$ cat config.mk
export PLATFORM = sky130hd
export DESIGN_NAME = slprc_top
export DESIGN_NICKNAME = d
export VERILOG_FILES = /design/src/rtl/slprc_pkg.sv /design/src/rtl/slprc_sync.sv /design/src/rtl/slprc_rst_sync.sv /design/src/rtl/slprc_top.sv
export SDC_FILE = /design/constraint.sdc
export NUM_CORES = 1
export LEC_CHECK = 0
export BUFFER_PORTS_ARGS = -buffer_cell sky130_fd_sc_hd__buf_4
export CAP_MARGIN = 40
export CORE_MARGIN = 2
export CORE_UTILIZATION = 54
export DETAILED_ROUTE_END_ITERATION = 6
export MAX_ROUTING_LAYER = met4
export PLACE_DENSITY = 0.8
export SYNTH_ARGS = -nofsm -noshare
export SYNTH_HDL_FRONTEND = slang
export SYNTH_SLANG_ARGS = --single-unit
$ cat constraint.sdc
create_clock -name pclk -period 9.34 [get_ports pclk]
set_clock_uncertainty 0.2 [all_clocks]
set_input_delay 2.802 -clock pclk [delete_from_list [all_inputs] [get_ports pclk]]
set_output_delay 2.802 -clock pclk [all_outputs]
set_load 0.005 [all_outputs]
$ cat src/rtl/slprc_pkg.sv
// Functional notes
// - Five software-entered sleep modes besides active.
// - Idle stops CPU clock, I/O keeps running.
// - Power-down stops oscillator, state kept until wake.
// - Power-save keeps asynchronous timer running alone.
// - ADC noise mode keeps only timer, ADC, oscillator.
// - Standby keeps crystal oscillator running, rest sleeps.
// - Any reset tri-states all port pins, clockless.
// - Long low reset pin resets device without clock.
// - Reset-disable fuse turns reset pin into I/O.
// - RC clock plus select routes crystal pins.
// - Ports of 8, 7, 8 bits with pull-ups.
package slprc_pkg;

  // Register byte addresses.
  localparam logic [7:0] CTRL_OFS   = 8'h00;
  localparam logic [7:0] SLEEP_OFS  = 8'h04;
  localparam logic [7:0] STATUS_OFS = 8'h08;
  localparam logic [7:0] ASYNC_OFS  = 8'h0c;
  // Port register groups: group in address bits 7:4, port index in bits 3:2.
  localparam logic [3:0] GRP_OUT    = 4'h1;
  localparam logic [3:0] GRP_DIR    = 4'h2;
  localparam logic [3:0] GRP_PU     = 4'h3;
  localparam logic [3:0] GRP_PIN    = 4'h4;
  localparam logic [1:0] PORT_B     = 2'h0;
  localparam logic [1:0] PORT_C     = 2'h1;
  localparam logic [1:0] PORT_D     = 2'h2;
  localparam logic [1:0] PORT_NONE  = 2'h3;
  localparam int         NPORT      = 3;

  // Field positions.
  localparam int SLEEP_EN_BIT  = 0;
  localparam int MODE_LSB      = 1;
  localparam int SLEEP_GO_BIT  = 0;
  localparam int ASYNC_SEL_BIT = 3;
  localparam int RESET_IO_BIT  = 6;

  // Widths, masks and reset values.
  localparam logic [7:0] PORT8_MASK = 8'hff;
  localparam logic [7:0] PORT7_MASK = 8'h7f;
  localparam logic [7:0] XTAL_BITS  = 8'hc0;
  localparam logic [7:0] PORT_RST   = 8'h00;
  localparam logic [2:0] MODE_RST   = 3'h0;

  // Sleep mode codes.
  localparam logic [2:0] MODE_IDLE  = 3'h0;
  localparam logic [2:0] MODE_ADCNR = 3'h1;
  localparam logic [2:0] MODE_PDOWN = 3'h2;
  localparam logic [2:0] MODE_PSAVE = 3'h3;
  localparam logic [2:0] MODE_STBY  = 3'h4;

  // Clock domain enables: bit 0 CPU, 1 I/O, 2 async timer, 3 ADC, 4 oscillator.
  localparam logic [4:0] DOM_ALL    = 5'h1f;
  localparam logic [4:0] DOM_IDLE   = 5'h1e;
  localparam logic [4:0] DOM_ADCNR  = 5'h1c;
  localparam logic [4:0] DOM_PDOWN  = 5'h00;
  localparam logic [4:0] DOM_PSAVE  = 5'h04;
  localparam logic [4:0] DOM_STBY   = 5'h10;

  typedef enum logic [1:0] {
    SLP_ACTIVE = 2'b01,
    SLP_ASLEEP = 2'b10
  } slprc_state_t;

endpackage : slprc_pkg

$ cat src/rtl/slprc_sync.sv
// Two-flop synchroniser for pins and straps.
module slprc_sync #(
  parameter int W = 1
) (
  // Clock and reset
  input  wire logic         clk,
  input  wire logic         rst_n,
  // Data
  input  wire logic [W-1:0] din,
  output logic      [W-1:0] dout
);

  logic [W-1:0] meta_q;
  logic [W-1:0] sync_q;

  always_ff @(posedge clk or negedge rst_n)
  begin
    if (!rst_n)
    begin
      meta_q <= '0;
      sync_q <= '0;
    end
    else
    begin
      meta_q <= din;
      sync_q <= meta_q;
    end
  end

  assign dout = sync_q;

endmodule : slprc_sync

$ cat src/rtl/slprc_rst_sync.sv
// Reset bridge: asserts at once with no clock, releases on the second edge.
module slprc_rst_sync (
  // Clock and raw reset
  input  wire logic clk,
  input  wire logic arst_n,
  // Device reset
  output logic      rst_n
);

  logic meta_q;
  logic rst_q;

  always_ff @(posedge clk or negedge arst_n)
  begin
    if (!arst_n)
    begin
      meta_q <= 1'b0;
      rst_q  <= 1'b0;
    end
    else
    begin
      meta_q <= 1'b1;
      rst_q  <= meta_q;
    end
  end

  assign rst_n = rst_q;

endmodule : slprc_rst_sync

$ cat src/rtl/slprc_top.sv
// Sleep mode, reset and port pad control with an APB register file.
//
// The placing of the registers and the APB register port are this design's own decisions.
module slprc_top
  import slprc_pkg::*;
(
  // Clock and reset
  input  wire logic        pclk,
  input  wire logic        presetn,
  // APB slave
  input  wire logic        psel,
  input  wire logic        penable,
  input  wire logic        pwrite,
  input  wire logic [7:0]  paddr,
  input  wire logic [31:0] pwdata,
  output logic      [31:0] prdata,
  output logic             pready,
  output logic             pslverr,
  // Port B pads
  input  wire logic [7:0]  pb_i,
  output logic      [7:0]  pb_o,
  output logic      [7:0]  pb_oe,
  output logic      [7:0]  pb_pu,
  // Port C pads, bit 6 is the shared reset pin
  input  wire logic [6:0]  pc_i,
  output logic      [6:0]  pc_o,
  output logic      [6:0]  pc_oe,
  output logic      [6:0]  pc_pu,
  // Port D pads
  input  wire logic [7:0]  pd_i,
  output logic      [7:0]  pd_o,
  output logic      [7:0]  pd_oe,
  output logic      [7:0]  pd_pu,
  // Fuse straps
  input  wire logic        reset_pin_disable_fuse,
  input  wire logic        int_rc_clock_fuse,
  // Wake request from the interrupt system
  input  wire logic        wake_irq,
  // Power and clock control
  output logic             cpu_clk_en,
  output logic             io_clk_en,
  output logic             async_timer_clk_en,
  output logic             adc_clk_en,
  output logic             main_osc_en,
  output logic             asleep,
  output logic             xtal_to_async_osc,
  output logic             xtal_to_main_osc,
  output logic             device_rst_n
);

  logic               shared_reset_io_pin;
  logic               rst_src_n;
  logic               rst_n;
  logic [1:0]         fuse_s;
  logic [22:0]        pin_s;
  logic               rst_dis_q;
  logic               int_rc_q;
  logic               sleep_en_q;
  logic [2:0]         mode_q;
  logic               async_timer_clock_select;
  logic [7:0]         out_q [NPORT];
  logic [7:0]         dir_q [NPORT];
  logic [7:0]         pu_q  [NPORT];
  logic [7:0]         pad_o_q  [NPORT];
  logic [7:0]         pad_oe_q [NPORT];
  logic [7:0]         pad_pu_q [NPORT];
  slprc_state_t       state_q;
  logic [4:0]         dom_q;
  logic               xtal_async_q;
  logic               xtal_main_q;
  logic               pready_q;
  logic               pslverr_q;
  logic [31:0]        prdata_q;
  logic [31:0]        rd_d;
  logic [1:0]         pidx;
  logic               acc;
  logic               wr;
  logic               go;

  function automatic logic mode_ok(input logic [2:0] m);
    mode_ok = (m <= MODE_STBY);
  endfunction : mode_ok

  function automatic logic [4:0] dom_for(input logic [2:0] m);
    unique case (m)
      MODE_IDLE:  dom_for = DOM_IDLE;
      MODE_ADCNR: dom_for = DOM_ADCNR;
      MODE_PDOWN: dom_for = DOM_PDOWN;
      MODE_PSAVE: dom_for = DOM_PSAVE;
      MODE_STBY:  dom_for = DOM_STBY;
      default:    dom_for = DOM_ALL;
    endcase
  endfunction : dom_for

  function automatic logic [7:0] pmask(input logic [1:0] i);
    pmask = (i == PORT_C) ? PORT7_MASK : PORT8_MASK;
  endfunction : pmask

  function automatic logic addr_ok(input logic [7:0] a);
    addr_ok = (a == CTRL_OFS) || (a == SLEEP_OFS) || (a == STATUS_OFS) || (a == ASYNC_OFS) ||
              ((a[7:4] >= GRP_OUT) && (a[7:4] <= GRP_PIN) && (a[3:2] != PORT_NONE) && (a[1:0] == 2'h0));
  endfunction : addr_ok

  // Pins usable as plain I/O after the fuse and clock routing are applied.
  function automatic logic [7:0] avail(input logic [1:0] i);
    if (i == PORT_B)
      avail = (int_rc_q && !async_timer_clock_select) ? PORT8_MASK : (PORT8_MASK & ~XTAL_BITS);
    else if (i == PORT_C)
      avail = rst_dis_q ? PORT7_MASK : (PORT7_MASK & ~(8'h01 << RESET_IO_BIT));
    else
      avail = PORT8_MASK;
  endfunction : avail

  // Straps and pins.
  slprc_sync #(.W(2)) u_fuse_sync (
    .clk  (pclk),
    .rst_n(presetn),
    .din  ({int_rc_clock_fuse, reset_pin_disable_fuse}),
    .dout (fuse_s)
  );

  slprc_sync #(.W(23)) u_pin_sync (
    .clk  (pclk),
    .rst_n(rst_n),
    .din  ({pd_i, pc_i, pb_i}),
    .dout (pin_s)
  );

  always_ff @(posedge pclk or negedge presetn)
  begin
    if (!presetn)
    begin
      rst_dis_q <= 1'b0;
      int_rc_q  <= 1'b0;
    end
    else
    begin
      rst_dis_q <= fuse_s[0];
      int_rc_q  <= fuse_s[1];
    end
  end

  // A low reset pin acts without a clock unless the fuse makes it I/O.
  assign shared_reset_io_pin = pc_i[RESET_IO_BIT];
  assign rst_src_n = presetn && (rst_dis_q || shared_reset_io_pin);

  slprc_rst_sync u_rst_sync (
    .clk   (pclk),
    .arst_n(rst_src_n),
    .rst_n (rst_n)
  );

  // APB handshake: one wait state, answer registered.
  assign acc = psel && penable;
  assign wr  = acc && pwrite && pready_q;
  assign go  = wr && (paddr == SLEEP_OFS) && pwdata[SLEEP_GO_BIT] && sleep_en_q && mode_ok(mode_q);

  always_comb
  begin
    rd_d = 32'h0;
    pidx = paddr[3:2];
    if (paddr == CTRL_OFS)
      rd_d[3:0] = {mode_q, sleep_en_q};
    else if (paddr == STATUS_OFS)
      rd_d[7:0] = {int_rc_q, rst_dis_q, state_q == SLP_ASLEEP, dom_q};
    else if (paddr == ASYNC_OFS)
      rd_d[ASYNC_SEL_BIT] = async_timer_clock_select;
    else if (addr_ok(paddr) && (paddr[7:4] != 4'h0))
    begin
      unique case (paddr[7:4])
        GRP_OUT: rd_d[7:0] = out_q[pidx];
        GRP_DIR: rd_d[7:0] = dir_q[pidx];
        GRP_PU:  rd_d[7:0] = pu_q[pidx];
        default:
        begin
          if (pidx == PORT_B)
            rd_d[7:0] = pin_s[7:0];
          else if (pidx == PORT_C)
            rd_d[6:0] = pin_s[14:8];
          else
            rd_d[7:0] = pin_s[22:15];
        end
      endcase
    end
  end

  always_ff @(posedge pclk or negedge rst_n)
  begin
    if (!rst_n)
    begin
      pready_q  <= 1'b0;
      pslverr_q <= 1'b0;
      prdata_q  <= 32'h0;
    end
    else
    begin
      pready_q <= acc && !pready_q;
      if (acc && !pready_q)
      begin
        pslverr_q <= !addr_ok(paddr);
        prdata_q  <= pwrite ? 32'h0 : rd_d;
      end
    end
  end

  // Control registers.
  always_ff @(posedge pclk or negedge rst_n)
  begin
    if (!rst_n)
    begin
      sleep_en_q               <= 1'b0;
      mode_q                   <= MODE_RST;
      async_timer_clock_select <= 1'b0;
    end
    else if (wr && (paddr == CTRL_OFS))
    begin
      sleep_en_q <= pwdata[SLEEP_EN_BIT];
      mode_q     <= pwdata[MODE_LSB +: 3];
    end
    else if (wr && (paddr == ASYNC_OFS))
      async_timer_clock_select <= pwdata[ASYNC_SEL_BIT];
  end

  // Port data, direction and pull-up registers.
  always_ff @(posedge pclk or negedge rst_n)
  begin
    if (!rst_n)
    begin
      for (int i = 0; i < NPORT; i++)
      begin
        out_q[i] <= PORT_RST;
        dir_q[i] <= PORT_RST;
        pu_q[i]  <= PORT_RST;
      end
    end
    else if (wr && addr_ok(paddr) && (paddr[3:2] != PORT_NONE))
    begin
      unique case (paddr[7:4])
        GRP_OUT: out_q[paddr[3:2]] <= pwdata[7:0] & pmask(paddr[3:2]);
        GRP_DIR: dir_q[paddr[3:2]] <= pwdata[7:0] & pmask(paddr[3:2]);
        GRP_PU:  pu_q[paddr[3:2]]  <= pwdata[7:0] & pmask(paddr[3:2]);
        default:
        begin
        end
      endcase
    end
  end

  // Pads float while any reset holds, clock or not.
  always_ff @(posedge pclk or negedge rst_n)
  begin
    if (!rst_n)
    begin
      for (int i = 0; i < NPORT; i++)
      begin
        pad_o_q[i]  <= PORT_RST;
        pad_oe_q[i] <= PORT_RST;
        pad_pu_q[i] <= PORT_RST;
      end
    end
    else
    begin
      for (int i = 0; i < NPORT; i++)
      begin
        pad_o_q[i]  <= out_q[i] & avail(2'(i));
        pad_oe_q[i] <= dir_q[i] & avail(2'(i));
        pad_pu_q[i] <= pu_q[i] & ~dir_q[i] & avail(2'(i));
      end
    end
  end

  // Crystal pins go to the timer oscillator only on the RC clock with the select set.
  always_ff @(posedge pclk or negedge rst_n)
  begin
    if (!rst_n)
    begin
      xtal_async_q <= 1'b0;
      xtal_main_q  <= 1'b0;
    end
    else
    begin
      xtal_async_q <= int_rc_q && async_timer_clock_select;
      xtal_main_q  <= !int_rc_q;
    end
  end

  // Sleep state machine; registers are untouched by sleep.
  always_ff @(posedge pclk or negedge rst_n)
  begin
    if (!rst_n)
    begin
      state_q <= SLP_ACTIVE;
      dom_q   <= DOM_ALL;
    end
    else
    begin
      unique case (state_q)
        SLP_ACTIVE:
        begin
          if (go)
          begin
            state_q <= SLP_ASLEEP;
            dom_q   <= dom_for(mode_q);
          end
        end
        SLP_ASLEEP:
        begin
          if (wake_irq)
          begin
            state_q <= SLP_ACTIVE;
            dom_q   <= DOM_ALL;
          end
        end
        default:
        begin
          state_q <= SLP_ACTIVE;
          dom_q   <= DOM_ALL;
        end
      endcase
    end
  end

  assign prdata             = prdata_q;
  assign pready             = pready_q;
  assign pslverr            = pslverr_q;
  assign pb_o               = pad_o_q[PORT_B];
  assign pb_oe              = pad_oe_q[PORT_B];
  assign pb_pu              = pad_pu_q[PORT_B];
  assign pc_o               = pad_o_q[PORT_C][6:0];
  assign pc_oe              = pad_oe_q[PORT_C][6:0];
  assign pc_pu              = pad_pu_q[PORT_C][6:0];
  assign pd_o               = pad_o_q[PORT_D];
  assign pd_oe              = pad_oe_q[PORT_D];
  assign pd_pu              = pad_pu_q[PORT_D];
  assign cpu_clk_en         = dom_q[0];
  assign io_clk_en          = dom_q[1];
  assign async_timer_clk_en = dom_q[2];
  assign adc_clk_en         = dom_q[3];
  assign main_osc_en        = dom_q[4];
  assign asleep             = state_q[1];
  assign xtal_to_async_osc  = xtal_async_q;
  assign xtal_to_main_osc   = xtal_main_q;
  assign device_rst_n       = rst_n;
endmodule : slprc_top

==> results of run 1 <==
## cell usage in the layout, fill, tap and decap left out, drive strengths merged, types with 5 or more instances in the layout
cell    synthesis  routed
nand2          23      23
a21oi          20      20
inv            10      10
nor3            8       8
dfstp           6       6
and2           11      11
clkbuf         11      28
nor2           20      20
nand4           5       5
dfrtp         213     213
a221o           5       5
mux2           87      87
nor2b          21      21
buf            31     139
o211ai          6       6
o21ai          21      21
mux2i          23      23
a221oi          6       6
nand3           7       7
conb            2      25
## metrics by stage
step	hold slack (ns)	setup WS, ns	power [mW]	instances
floorplan	-0.0140	1.46	1.04	600
global placement	0.106	3.84	1.08	883
detailed placement	0.132	3.80	1.09	885
CTS	0.138	4.30	1.97	921
global route	0.150	4.21	2.03	921
finish	0.139	4.27	1.96	921
## power by group through the flow
| stage | combinational, mW | clock (mW) | sequential, mW |
|---|---|---|---|
| after floorplan | 0.0422 | 0 | 1.00 |
| after global placement | 0.0848 | 0 | 0.994 |
| after detailed placement | 0.0904 | 0 | 0.995 |
| after CTS | 0.0911 | 0.905 | 0.977 |
| after global routing | 0.100 | 0.947 | 0.979 |
| final | 0.0907 | 0.894 | 0.977 |
## per-layer routing
metal	GRT usage [%]	vias to the layer above	part of all wire [%]
met5	-	-	0
met4	8.21	0	2.8
met3	3.22	44	6.7
met2	36.6	252	48
met1	32.8	2627	43
li1	-	2282	-
## flip-flops by register name, summed over array words and instances (netlist names), 8 cells and up
register / cells
dir_q: 24
out_q: 24
pu_q: 24
u_pin_sync.dout: 23
u_pin_sync.meta_q: 23
pb_o: 8
pb_oe: 8
pb_pu: 8
pd_o: 8
pd_oe: 8
pd_pu: 8
prdata: 8
## logic make-up (layout without fill, tap and decap cells)
logic type | count (synthesis) | in the layout | share of synthesized area (%)
flip-flops | 219 | 219 | 66.7
buffers and inverters | 52 | 185 | 3.53
multiplexers | 110 | 110 | 14.7
other | 2 | 25 | 0.0913
AND/OR/NAND/NOR | 111 | 111 | 7.90
AO/OA/AOI/OAI | 83 | 83 | 7.03
## cell type report
cell class,instances,area [µm²]
Inverter,10,37.5
Clock inverter,8,144
Timing Repair Buffer,139,1080
Tap cell,188,235
Multi-Input combinational cell,329,2530
Clock buffer,28,592
Fill cell,1055,4930
Sequential cell,219,5490
## synthesized netlist by cell type (4+ instances only)
library cell,number,area [µm²]
o211ai_1,6,45.0
dfrtp_1,213,5330
clkbuf_1,11,41.3
o21ai_0,21,105
inv_1,9,33.8
nor2_1,18,67.6
dfstp_2,6,158
and2_1,11,68.8
mux2_2,85,957
buf_2,4,20.0
nand2_1,20,75.1
mux2i_1,23,230
buf_4,24,180
nand3_1,7,35.0
nand4_1,4,25.0
nor2b_1,21,131
a21oi_1,20,100
a221o_1,5,50.1
nor3_1,6,30.0
a221oi_1,6,52.6
## worst reg2reg max path, cell delays in order (launching register included)
cell      delay, ns
dfrtp_1        0.40
nand3b_1       0.52
nor2_1         0.45
nand2_1        0.25
or4_1          0.57
nand3_1        0.10
## path summary, 6_finish.rpt
check | from | end | slack, ns | cells past startpoint
worst max register to register | pready | prdata[7] | 6.79 | 5
worst min-delay path | rst_dis_q | u_rst_sync.rst_n | 0.14 | 1
min in group pclk | u_fuse_sync.dout[1] | int_rc_q | 0.14 | 0
worst max-delay path | paddr[2] | pu_q[19] | 4.27 | 6
worst min register to register | rst_dis_q | u_rst_sync.rst_n | 0.14 | 1
max in group asynchronous | presetn | u_rst_sync.rst_n | 6.72 | 2
==> impl_results.md, run 1 <==
* Hold buffers post-CTS at 0
* Final core occ at 67.2%
* Cell Int Power at 1.55 mW
* Slowest cell delay on critical path at 0.67 ns
* Post-layout minimum cycle time at 5.07 ns
* Number of diodes at 0
* Nets at 791
* Reg power frac at 49.8%
* Die Area at 16,200 µm²
* Final Cell Area at 10,100 µm²
* Drt wl/cell at 20.0 µm
* Final-report max-slew violation count at 0
* WP data required at 9.51 ns
* Via density at 5.65
* Tcrit/Tclk final at 54.3%
* Critical Path AT at 5.24 ns
* Post-CTS setup buffers at 0
* Post-synth EDFFs at 0
* Slowest CP cell: nor3_2
* Initial core utilization at 54.7%
* Yosys reg bits at 219
* Vias in the first global route at 5,282
* Area Overhead vs Synth at 22.9%
* Bufs and invs on worst path at 1
* Outcome: complete, no violations
* IO Pins at 183
* Post-route ant nets at 0
* Initial DRC count at 380
* Layout cells sized above 1 at 38.3%
* Mapped Cells at 577
* Peak supply drop at 159 µV
* Syn avg cell area at 14.3 µm²
* Buffers on Ports at 134
* First-pass GRT wire length at 28,900 µm
* Clock power share at 45.6%
* Switching share of power at 20.8%
* Worst-case clock buffer depth at 3
* Hold Crit Class: register to asynchronous set/reset pin
* Vias at 5,205
* Slew HR at 44.4%
* Hold Fails Final Rpt at 0
* Post-synthesis sequential area ratio at 66.7%
* Netlist cell types at 55
* NetSw at 408 µW
* Num CTS Buffers at 21
* Htree depth at 1
* GRT Util Overall at 23.7%
* Final setup violation count at 0
* Cell Rows at 45
* Post-cts sizing count at 0
* Crit-path leading delay family: simple AND/OR/NAND/NOR gates
* Fmax at 0.197 GHz
* Power Density at 194 nW/µm²
* Grt ovf at 0
* Drt first pass iters at 5
* Setup_tns at 0 ns
* Initial antenna violation count at 0
* Overall routed net length at 18,400 µm
* Unrepaired setup endpoints after global routing: false
* FFs w/ async S/R, synth at 100%
* Critical Path Sink Type: register
* Die Ht at 127 µm
* Gate power share at 4.6%
* Maximum fanout along the worst path at 40
* Clock latency on the worst-skew pair at 0.49 ns
* Largest net degree at the start of global routing at 52
* Synthesized cell area at 8220 µm²
* DRC errors left at 0
* Placement Cell Area at 9370 µm²
* Most used DFF post-synth: dfrtp_1
* Clock Tree Root: clkbuf_16
* GPL Wtd Cong at 0.895
* Leak at 5.16 nW
* Clock slew at reported path FFs at 0.06 ns
* Slew @ Worst Pin at 0.830 ns
* Yosys Warn Count at 0
* DP HPWL at 12,800 µm
* CTS tree: yes
* Cell Chain, Critical Path: buf_4 > a2111o_1 > o2bb2ai_2 > nand4_2 > nor3_2 > mux2_2
* Max Cap Violations at 0
* Nature of the critical path startpoint: input port
* Sink Count at 219
* Core area at 15,000 µm²
* Die X-Extent at 127 µm
* Critical path type: input port to register
No activity file was read; power rests on OpenSTA's default activity.
==> run 2: changes to the inputs <==
--- a/config.mk
+++ b/config.mk
@@ -5,13 +5,14 @@
 export SDC_FILE = /design/constraint.sdc
 export NUM_CORES = 1
 export LEC_CHECK = 0
+export ABC_AREA = 1
 export BUFFER_PORTS_ARGS = -buffer_cell sky130_fd_sc_hd__buf_4
 export CAP_MARGIN = 40
 export CORE_MARGIN = 2
-export CORE_UTILIZATION = 54
+export CORE_UTILIZATION = 48
 export DETAILED_ROUTE_END_ITERATION = 6
 export MAX_ROUTING_LAYER = met4
-export PLACE_DENSITY = 0.8
+export PLACE_DENSITY = 0.75
 export SYNTH_ARGS = -nofsm -noshare
 export SYNTH_HDL_FRONTEND = slang
 export SYNTH_SLANG_ARGS = --single-unit
==> constraint.sdc (replaced) <==
create_clock -name pclk -period 4.4 [get_ports pclk]
set_clock_uncertainty 0.2 [all_clocks]
set_input_delay 1.32 -clock pclk [delete_from_list [all_inputs] [get_ports pclk]]
set_output_delay 1.32 -clock pclk [all_outputs]
set_load 0.005 [all_outputs]
==> run 2 against run 1 <==
Compared with the run above:
- global-route usage fell by 2.1 points
- sequential share of layout area down 0.25 points
- clock power increased by 130%
- die area grew 11%
- non-clock buffer count up 3
- utilization down 6.0 points
- via count is 14% higher
- critical path type unchanged
- largest cell class unchanged
- largest power group unchanged
==> impl_results.md, run 2 <==
* Final core occ at 61.2% (was 67.2%)
* Clock slew at reported path FFs at 0.06 ns (about the same)
* Slowest cell delay on critical path at 0.45 ns (was 0.67 ns)
* Critical path type: input port to register (unchanged)
* Critical Path AT at 3.32 ns (was 5.24 ns)
* Pre-CTS setup slack at 0.807 ns (was 3.80 ns)
* Core area at 16,600 µm² (was 15,000 µm²)
* Synthesized cell area at 8150 µm² (was 8220 µm²)
* Overall power consumption at 4.52 mW (was 1.96 mW)
* Initial core utilization at 49.2% (was 54.7%)
* Htree depth at 1 (unchanged)
* Drt first pass iters at 7 (was 5)
* GPL Wtd Cong at 0.892 (was 0.895)
* CP most frequent cell: buf_4
* Mapped Cells at 819 (was 577)
* Buffers on Ports at 134 (unchanged)
* Top flop regs: dir_q (24), out_q (24), pu_q (24) (unchanged)
* Syn avg cell area at 9.95 µm² (was 14.3 µm²)
* Vias in the first global route at 5,563 (was 5,282)
* Maximum fanout along the worst path at 16 (was 40)
* CTS tree: yes (unchanged)
* Die Area at 18,000 µm² (was 16,200 µm²)
* Most frequent cell after synthesis: nand2_1 (was dfrtp_1)
* WHS at 0.146 ns (was 0.139 ns)
* Worst-case clock buffer depth at 3 (unchanged)
* Setup_tns at 0 ns (unchanged)
* GRT Util Overall at 21.6% (was 23.7%)
* Nets at 1,032 (was 791)
* Fmax at 0.321 GHz
* Final-report max-slew violation count at 0 (unchanged)
* Drt wl/cell at 15.6 µm (was 20.0 µm)
* Most frequent cells in the layout: 254 x nand2_1, 212 x dfrtp_1, 140 x buf_4, 77 x o21ai_0, 73 x inv_1 (was 212 x dfrtp_1, 137 x buf_4, 85 x mux2_2, 25 x conb_1, 23 x mux2i_1)
* Post-synthesis sequential area ratio at 67.3% (was 66.7%)
* DP HPWL at 12,600 µm (was 12,800 µm)
* Overall routed net length at 18,600 µm (was 18,400 µm)
* Clock latency on the worst-skew pair at 0.50 ns (was 0.49 ns)
* FFs w/ async S/R, synth at 100% (unchanged)
* Yosys Warn Count at 0 (unchanged)
* Cell Chain, Critical Path: buf_4 > nor2_2 > nand2_1 > nor2_1 > buf_4 > nand3_1 > o21ai_0 (was buf_4 > a2111o_1 > o2bb2ai_2 > nand4_2 > nor3_2 > mux2_2)
* Clock Tree Root: clkbuf_16 (unchanged)
* Peak supply drop at 368 µV (was 159 µV)
* Hold Crit Class: register to register (was register to asynchronous set/reset pin)
* Top cells by count, synth: 254 x nand2_1, 213 x dfrtp_1, 77 x o21ai_0 (was 213 x dfrtp_1, 85 x mux2_2, 24 x buf_4)
* Yosys reg bits at 219 (unchanged)
* Critical Path Sink Type: register (unchanged)
* Post-route ant nets at 0 (unchanged)
* Die Ht at 134 µm (was 127 µm)
* Via density at 4.94 (was 5.65)
* Slew HR at 27.8% (was 44.4%)
* WP data required at 4.60 ns (was 9.51 ns)
* Unrepaired setup endpoints after global routing: false (unchanged)
* Initial antenna violation count at 0 (unchanged)
* DRC errors left at 0 (unchanged)
* Number of diodes at 0 (unchanged)
* Max Cap Violations at 0 (unchanged)
* Hold Fails Final Rpt at 0 (unchanged)
* PnR worst setup slack at 1.28 ns (was 4.27 ns)
* Area Overhead vs Synth at 24.5% (was 22.9%)
* Post-layout minimum cycle time at 3.12 ns
* Layout cells sized above 1 at 20.5% (was 38.3%)
* Initial DRC count at 579 (was 380)
* Ranking of synthesized cells by area: dfrtp_1 65%, nand2_1 12%, o21ai_0 4.7% (was dfrtp_1 65%, mux2_2 12%, mux2i_1 2.8%)
* Vias at 5,919 (was 5,205)
* Worst R2R Setup Slack at 2.24 ns (was 6.79 ns)
* Yosys top cell by area: dfrtp_1 (unchanged)
* Post-synth EDFFs at 0 (unchanged)
* Yosys top cell area share at 65.4% (was 64.8%)
* IO Pins at 183 (unchanged)
* Die X-Extent at 134 µm (was 127 µm)
* Num CTS Buffers at 22 (was 21)
* Nature of the critical path startpoint: input port (unchanged)
* Most used DFF post-synth: dfrtp_1 (unchanged)
* Cell Rows at 47 (was 45)
* Power Density at 445 nW/µm² (was 194 nW/µm²)
* First-pass GRT wire length at 29,400 µm (was 28,900 µm)
* Grt ovf at 0 (unchanged)
* Netlist cell types at 25 (was 55)
* Tcrit/Tclk final at 70.8%
* Slew @ Worst Pin at 1.08 ns (was 0.830 ns)
* Most common cell after layout, fill and taps aside: nand2_1 (was dfrtp_1)
* Final setup violation count at 0 (unchanged)
* Leak at 5.24 nW (was 5.16 nW)
* Slowest CP cell: nor2_1 (was nor3_2)
* Largest net degree at the start of global routing at 211 (was 52)
* Sink Count at 219 (unchanged)
* Outcome: complete, no violations (unchanged)
-- run 2: cell types whose count changed after synthesis, sizes merged, moves of 23 or more --
| cell | delta |
|---|---|
| nand2 | +231 |
| inv | +63 |
| nand3 | +29 |
| nor2 | +25 |
| mux2 | -87 |
| o21ai | +60 |
| mux2i | -23 |
-- run 2: what timing repair did --
| item | in CTS | in global routing |
|---|---|---|
| hold buffers | 1 | 0 |
| resized for setup | 0 | 0 |
| endpoints found under the hold margin | 1 | 0 |
| buffers inserted | 0 | 0 |
-- run 2: logic make-up after synthesis --
group / Yosys count / share of synthesized area (%)
and+or+nand+nor: 352 / 17.4
DFF: 219 / 67.3
AOI/OAI and AO/OA: 125 / 8.26
buffers and inverters: 121 / 6.91
other: 2 / 0.0921
-- run 2: cell type report --
type,instances,area [µm²]
Timing Repair Buffer,142,1080
Multi-Input combinational cell,502,2190
Clock buffer,31,656
Tap cell,220,275
Sequential cell,219,5490
Fill cell,1392,6430
Inverter,74,278
Clock inverter,9,181
-- run 2: worst paths after layout --
kind                                startpoint          endpoint  cells past startpoint
max                                   paddr[7]          dir_q[0]                      7
max reg2reg                             pready         prdata[5]                      8
min in group asynchronous            rst_dis_q  u_rst_sync.rst_n                      1
max in group asynchronous     u_rst_sync.rst_n          pd_oe[3]                      1
min                        u_fuse_sync.dout[1]          int_rc_q                      0
min reg2reg                u_fuse_sync.dout[1]          int_rc_q                      0
-- run 2: worst max-delay path, delay by kind of cell --
kind | cells | cell delay (ns)
AND/OR/NAND/NOR | 4 | 1.31
buffers and inverters | 2 | 0.36
AO/OA/AOI/OAI | 1 | 0.32
-- run 2: metal layers --
layer / GRT usage (%) / vias up / part of all wire [%]
met5: - / - / 0
met3: 3.14 / 29 / 7.2
met4: 6.73 / 0 / 2.2
li1: - / 2825 / -
met2: 32.9 / 261 / 47
met1: 30.4 / 2804 / 44
-- run 2: where the power goes --
group,switching [mW],internal [mW],leakage [nW]
Sequential,0.0366,2.09,2.91
Combinational,0.192,0.108,1.93
Clock,0.751,1.34,0.404
-- run 2: stage by stage --
step                std cells  cell area [µm²]
global route             1197            10200
floorplan                 842             8240
finish                   1197            10200
CTS                      1197            10200
global placement         1156             9310
detailed placement       1156             9310
==> run 3: changes to the inputs <==
--- a/config.mk
+++ b/config.mk
@@ -5,14 +5,14 @@
 export SDC_FILE = /design/constraint.sdc
 export NUM_CORES = 1
 export LEC_CHECK = 0
-export ABC_AREA = 1
+export ABC_AREA = 0
 export BUFFER_PORTS_ARGS = -buffer_cell sky130_fd_sc_hd__buf_4
 export CAP_MARGIN = 40
 export CORE_MARGIN = 2
-export CORE_UTILIZATION = 48
+export CORE_UTILIZATION = 54
 export DETAILED_ROUTE_END_ITERATION = 6
 export MAX_ROUTING_LAYER = met4
-export PLACE_DENSITY = 0.75
+export PLACE_DENSITY = 0.8
 export SYNTH_ARGS = -nofsm -noshare
 export SYNTH_HDL_FRONTEND = slang
 export SYNTH_SLANG_ARGS = --single-unit
==> constraint.sdc (replaced) <==
create_clock -name pclk -period 3.2 [get_ports pclk]
set_clock_uncertainty 0.2 [all_clocks]
set_input_delay 0.96 -clock pclk [delete_from_list [all_inputs] [get_ports pclk]]
set_output_delay 0.96 -clock pclk [all_outputs]
set_load 0.005 [all_outputs]
==> run 3 against run 2 <==
Compared with the run above:
- die area shrank 10%
- first-iteration DRC count shrank 44%
- register-to-register slack lost 1.1 ns
- clock power grew 33%
- non-clock buffer count grew 18
- final cell count shrank 21%
- via count shrank 13%
- global-route usage grew 2.2 points
- critical endpoint is now pu_q[12]
- largest power group unchanged
==> impl_results.md, run 3 (synthesis gave the netlist of run 1 again) <==
* PnR worst setup slack at 0.655 ns (was 1.28 ns)
* Tcrit/Tclk final at 79.5%
* GPL Wtd Cong at 0.919 (was 0.892)
* Post-cts sizing count at 0 (unchanged)
* Outcome: complete, no violations (unchanged)
* Maximum fanout along the worst path at 8 (was 16)
* Leak at 5.28 nW (was 5.24 nW)
* Initial DRC count at 322 (was 579)
* Post-route ant nets at 0 (unchanged)
* Via density at 5.46 (was 4.94)
* Slew HR at 44.2% (was 27.8%)
* Most frequent cells in the layout: 212 x dfrtp_1, 159 x buf_4, 85 x mux2_2, 25 x conb_1 (was 254 x nand2_1, 212 x dfrtp_1, 140 x buf_4, 77 x o21ai_0, 73 x inv_1)
* Register area at 5490 µm² (unchanged)
* Top flop regs: dir_q (24), out_q (24), pu_q (24) (unchanged)
* Sink Count at 219 (unchanged)
* Top Usage Layer GRT: met2 (unchanged)
* Die Ht at 127 µm (was 134 µm)
* Power Density at 573 nW/µm² (was 445 nW/µm²)
* Drt wl/cell at 19.5 µm (was 15.6 µm)
* Peak supply drop at 477 µV (was 368 µV)
* Num CTS Buffers at 22 (unchanged)
* Placement Cell Area at 9510 µm² (was 9310 µm²)
* Bufs and invs on worst path at 2 (unchanged)
* First-pass GRT wire length at 29,000 µm (was 29,400 µm)
* Grt ovf at 0 (unchanged)
* Critical Path Sink Type: register (unchanged)
* Most common cell after layout, fill and taps aside: dfrtp_1 (was nand2_1)
* Pre-CTS setup slack at 0.146 ns (was 0.807 ns)
* IO Pins at 183 (unchanged)
* GRT Util Overall at 23.8% (was 21.6%)
* Core area at 15,000 µm² (was 16,600 µm²)
* Met2 usage at 37.3% (was 32.9%)
* Area Overhead vs Synth at 25.6% (was 24.5%)
* Slew @ Worst Pin at 0.836 ns (was 1.08 ns)
* Die X-Extent at 127 µm (was 134 µm)
* Initial core utilization at 54.7% (was 49.2%)
* WP data required at 3.37 ns (was 4.60 ns)
* Crit-path leading delay family: compound AO/OA/AOI/OAI gates (was simple AND/OR/NAND/NOR gates)
* Critical Path AT at 2.72 ns (was 3.32 ns)
* Filler cell count at 1,029 (was 1,392)
* Fmax at 0.393 GHz
* Worst-case clock buffer depth at 3 (unchanged)
* Cell Chain, Critical Path: buf_4 > a2111o_1 > o2bb2ai_2 > nand4_2 > nor3_2 > buf_4 > mux2_2 (was buf_4 > nor2_2 > nand2_1 > nor2_1 > buf_4 > nand3_1 > o21ai_0)
* Unrepaired setup endpoints after global routing: false (unchanged)
* Hold buffers post-CTS at 0 (was 1)
* CP most frequent cell: buf_4 (unchanged)
* Slowest CP cell: a2111o_1 (was nor2_1)
* Largest net degree at the start of global routing at 70 (was 211)
* Final-report max-slew violation count at 0 (unchanged)
* Nature of the critical path startpoint: input port (unchanged)
* Clock slew at reported path FFs at 0.06 ns (about the same)
* Multi-input gate area at 2530 µm² (was 2190 µm²)
* Htree depth at 1 (unchanged)
* Post-CTS setup buffers at 0 (unchanged)
* Overall routed net length at 18,500 µm (was 18,600 µm)
* Hold Fails Final Rpt at 0 (unchanged)
* Critical path type: input port to register (unchanged)
* Post-layout minimum cycle time at 2.54 ns
* Clock Tree Root: clkbuf_16 (unchanged)
* DRC errors left at 0 (unchanged)
* Nets at 813 (was 1,032)
* Layout cells sized above 1 at 40.5% (was 20.5%)
* Hold Crit Class: input port to asynchronous set/reset pin (was register to register)
* DP HPWL at 12,900 µm (was 12,600 µm)
* Drt first pass iters at 5 (was 7)
* Final Cell Area at 10,300 µm² (was 10,200 µm²)
* Vias in the first global route at 5,376 (was 5,563)
* Overall power consumption at 5.91 mW (was 4.52 mW)
* Buffers on Ports at 134 (unchanged)
* Number of diodes at 0 (unchanged)
* Clock latency on the worst-skew pair at 0.50 ns (about the same)
* Final setup violation count at 0 (unchanged)
* Initial antenna violation count at 0 (unchanged)
* CTS tree: yes (unchanged)
* Max Cap Violations at 0 (unchanged)
* Routing usage on met3 at 3.48% (was 3.14%)
* Die Area at 16,200 µm² (was 18,000 µm²)
* Cell Rows at 45 (was 47)
* Setup_tns at 0 ns (unchanged)
* Vias at 5,161 (was 5,919)
* Slowest cell delay on critical path at 0.48 ns (was 0.45 ns)
* Met1 Track Usage GR at 32.8% (was 30.4%)
* WHS at 0.0605 ns (was 0.146 ns)
[run 3: layout make-up]
type	count	area share [%]
sequential	219	53.2
multi-input combinational	329	24.5
timing repair buffer	160	11.8
inverter	10	0.364
clock inverter	11	1.72
clock buffer	29	6.18
tap	188	2.28
[run 3: path summary, 6_finish.rpt]
check	slack, ns	start	end	depth (start not counted)
setup / recovery	0.66	paddr[2]	pu_q[12]	7
hold / removal	0.06	presetn	u_fuse_sync.meta_q[1]	1
setup reg to reg	1.17	pready	pu_q[12]	6
hold reg to reg	0.14	u_pin_sync.meta_q[14]	u_pin_sync.dout[14]	0
max in group asynchronous	1.37	u_rst_sync.rst_n	sleep_en_q	2
min in group pclk	0.14	u_pin_sync.meta_q[14]	u_pin_sync.dout[14]	0
[run 3: metal layers]
metal  vias up  wire length (µm)  part of all wire (%)
met1      2587              8030                    43
met2       216              9020                    49
met5         -                 0                     0
met3        36              1100                   6.0
li1       2322                 -                     -
met4         0               343                   1.9
[run 3: stage by stage]
step                cells  utilization (%)
floorplan             600                -
global placement      906             63.3
detailed placement    906             63.3
CTS                   946             68.7
global route          946             68.7
finish                946             68.7
[run 3: power breakdown]
part	switching (mW)	internal (mW)
registers	0.0249	2.82
clock network	1.05	1.74
logic	0.176	0.104
total	1.25	4.66
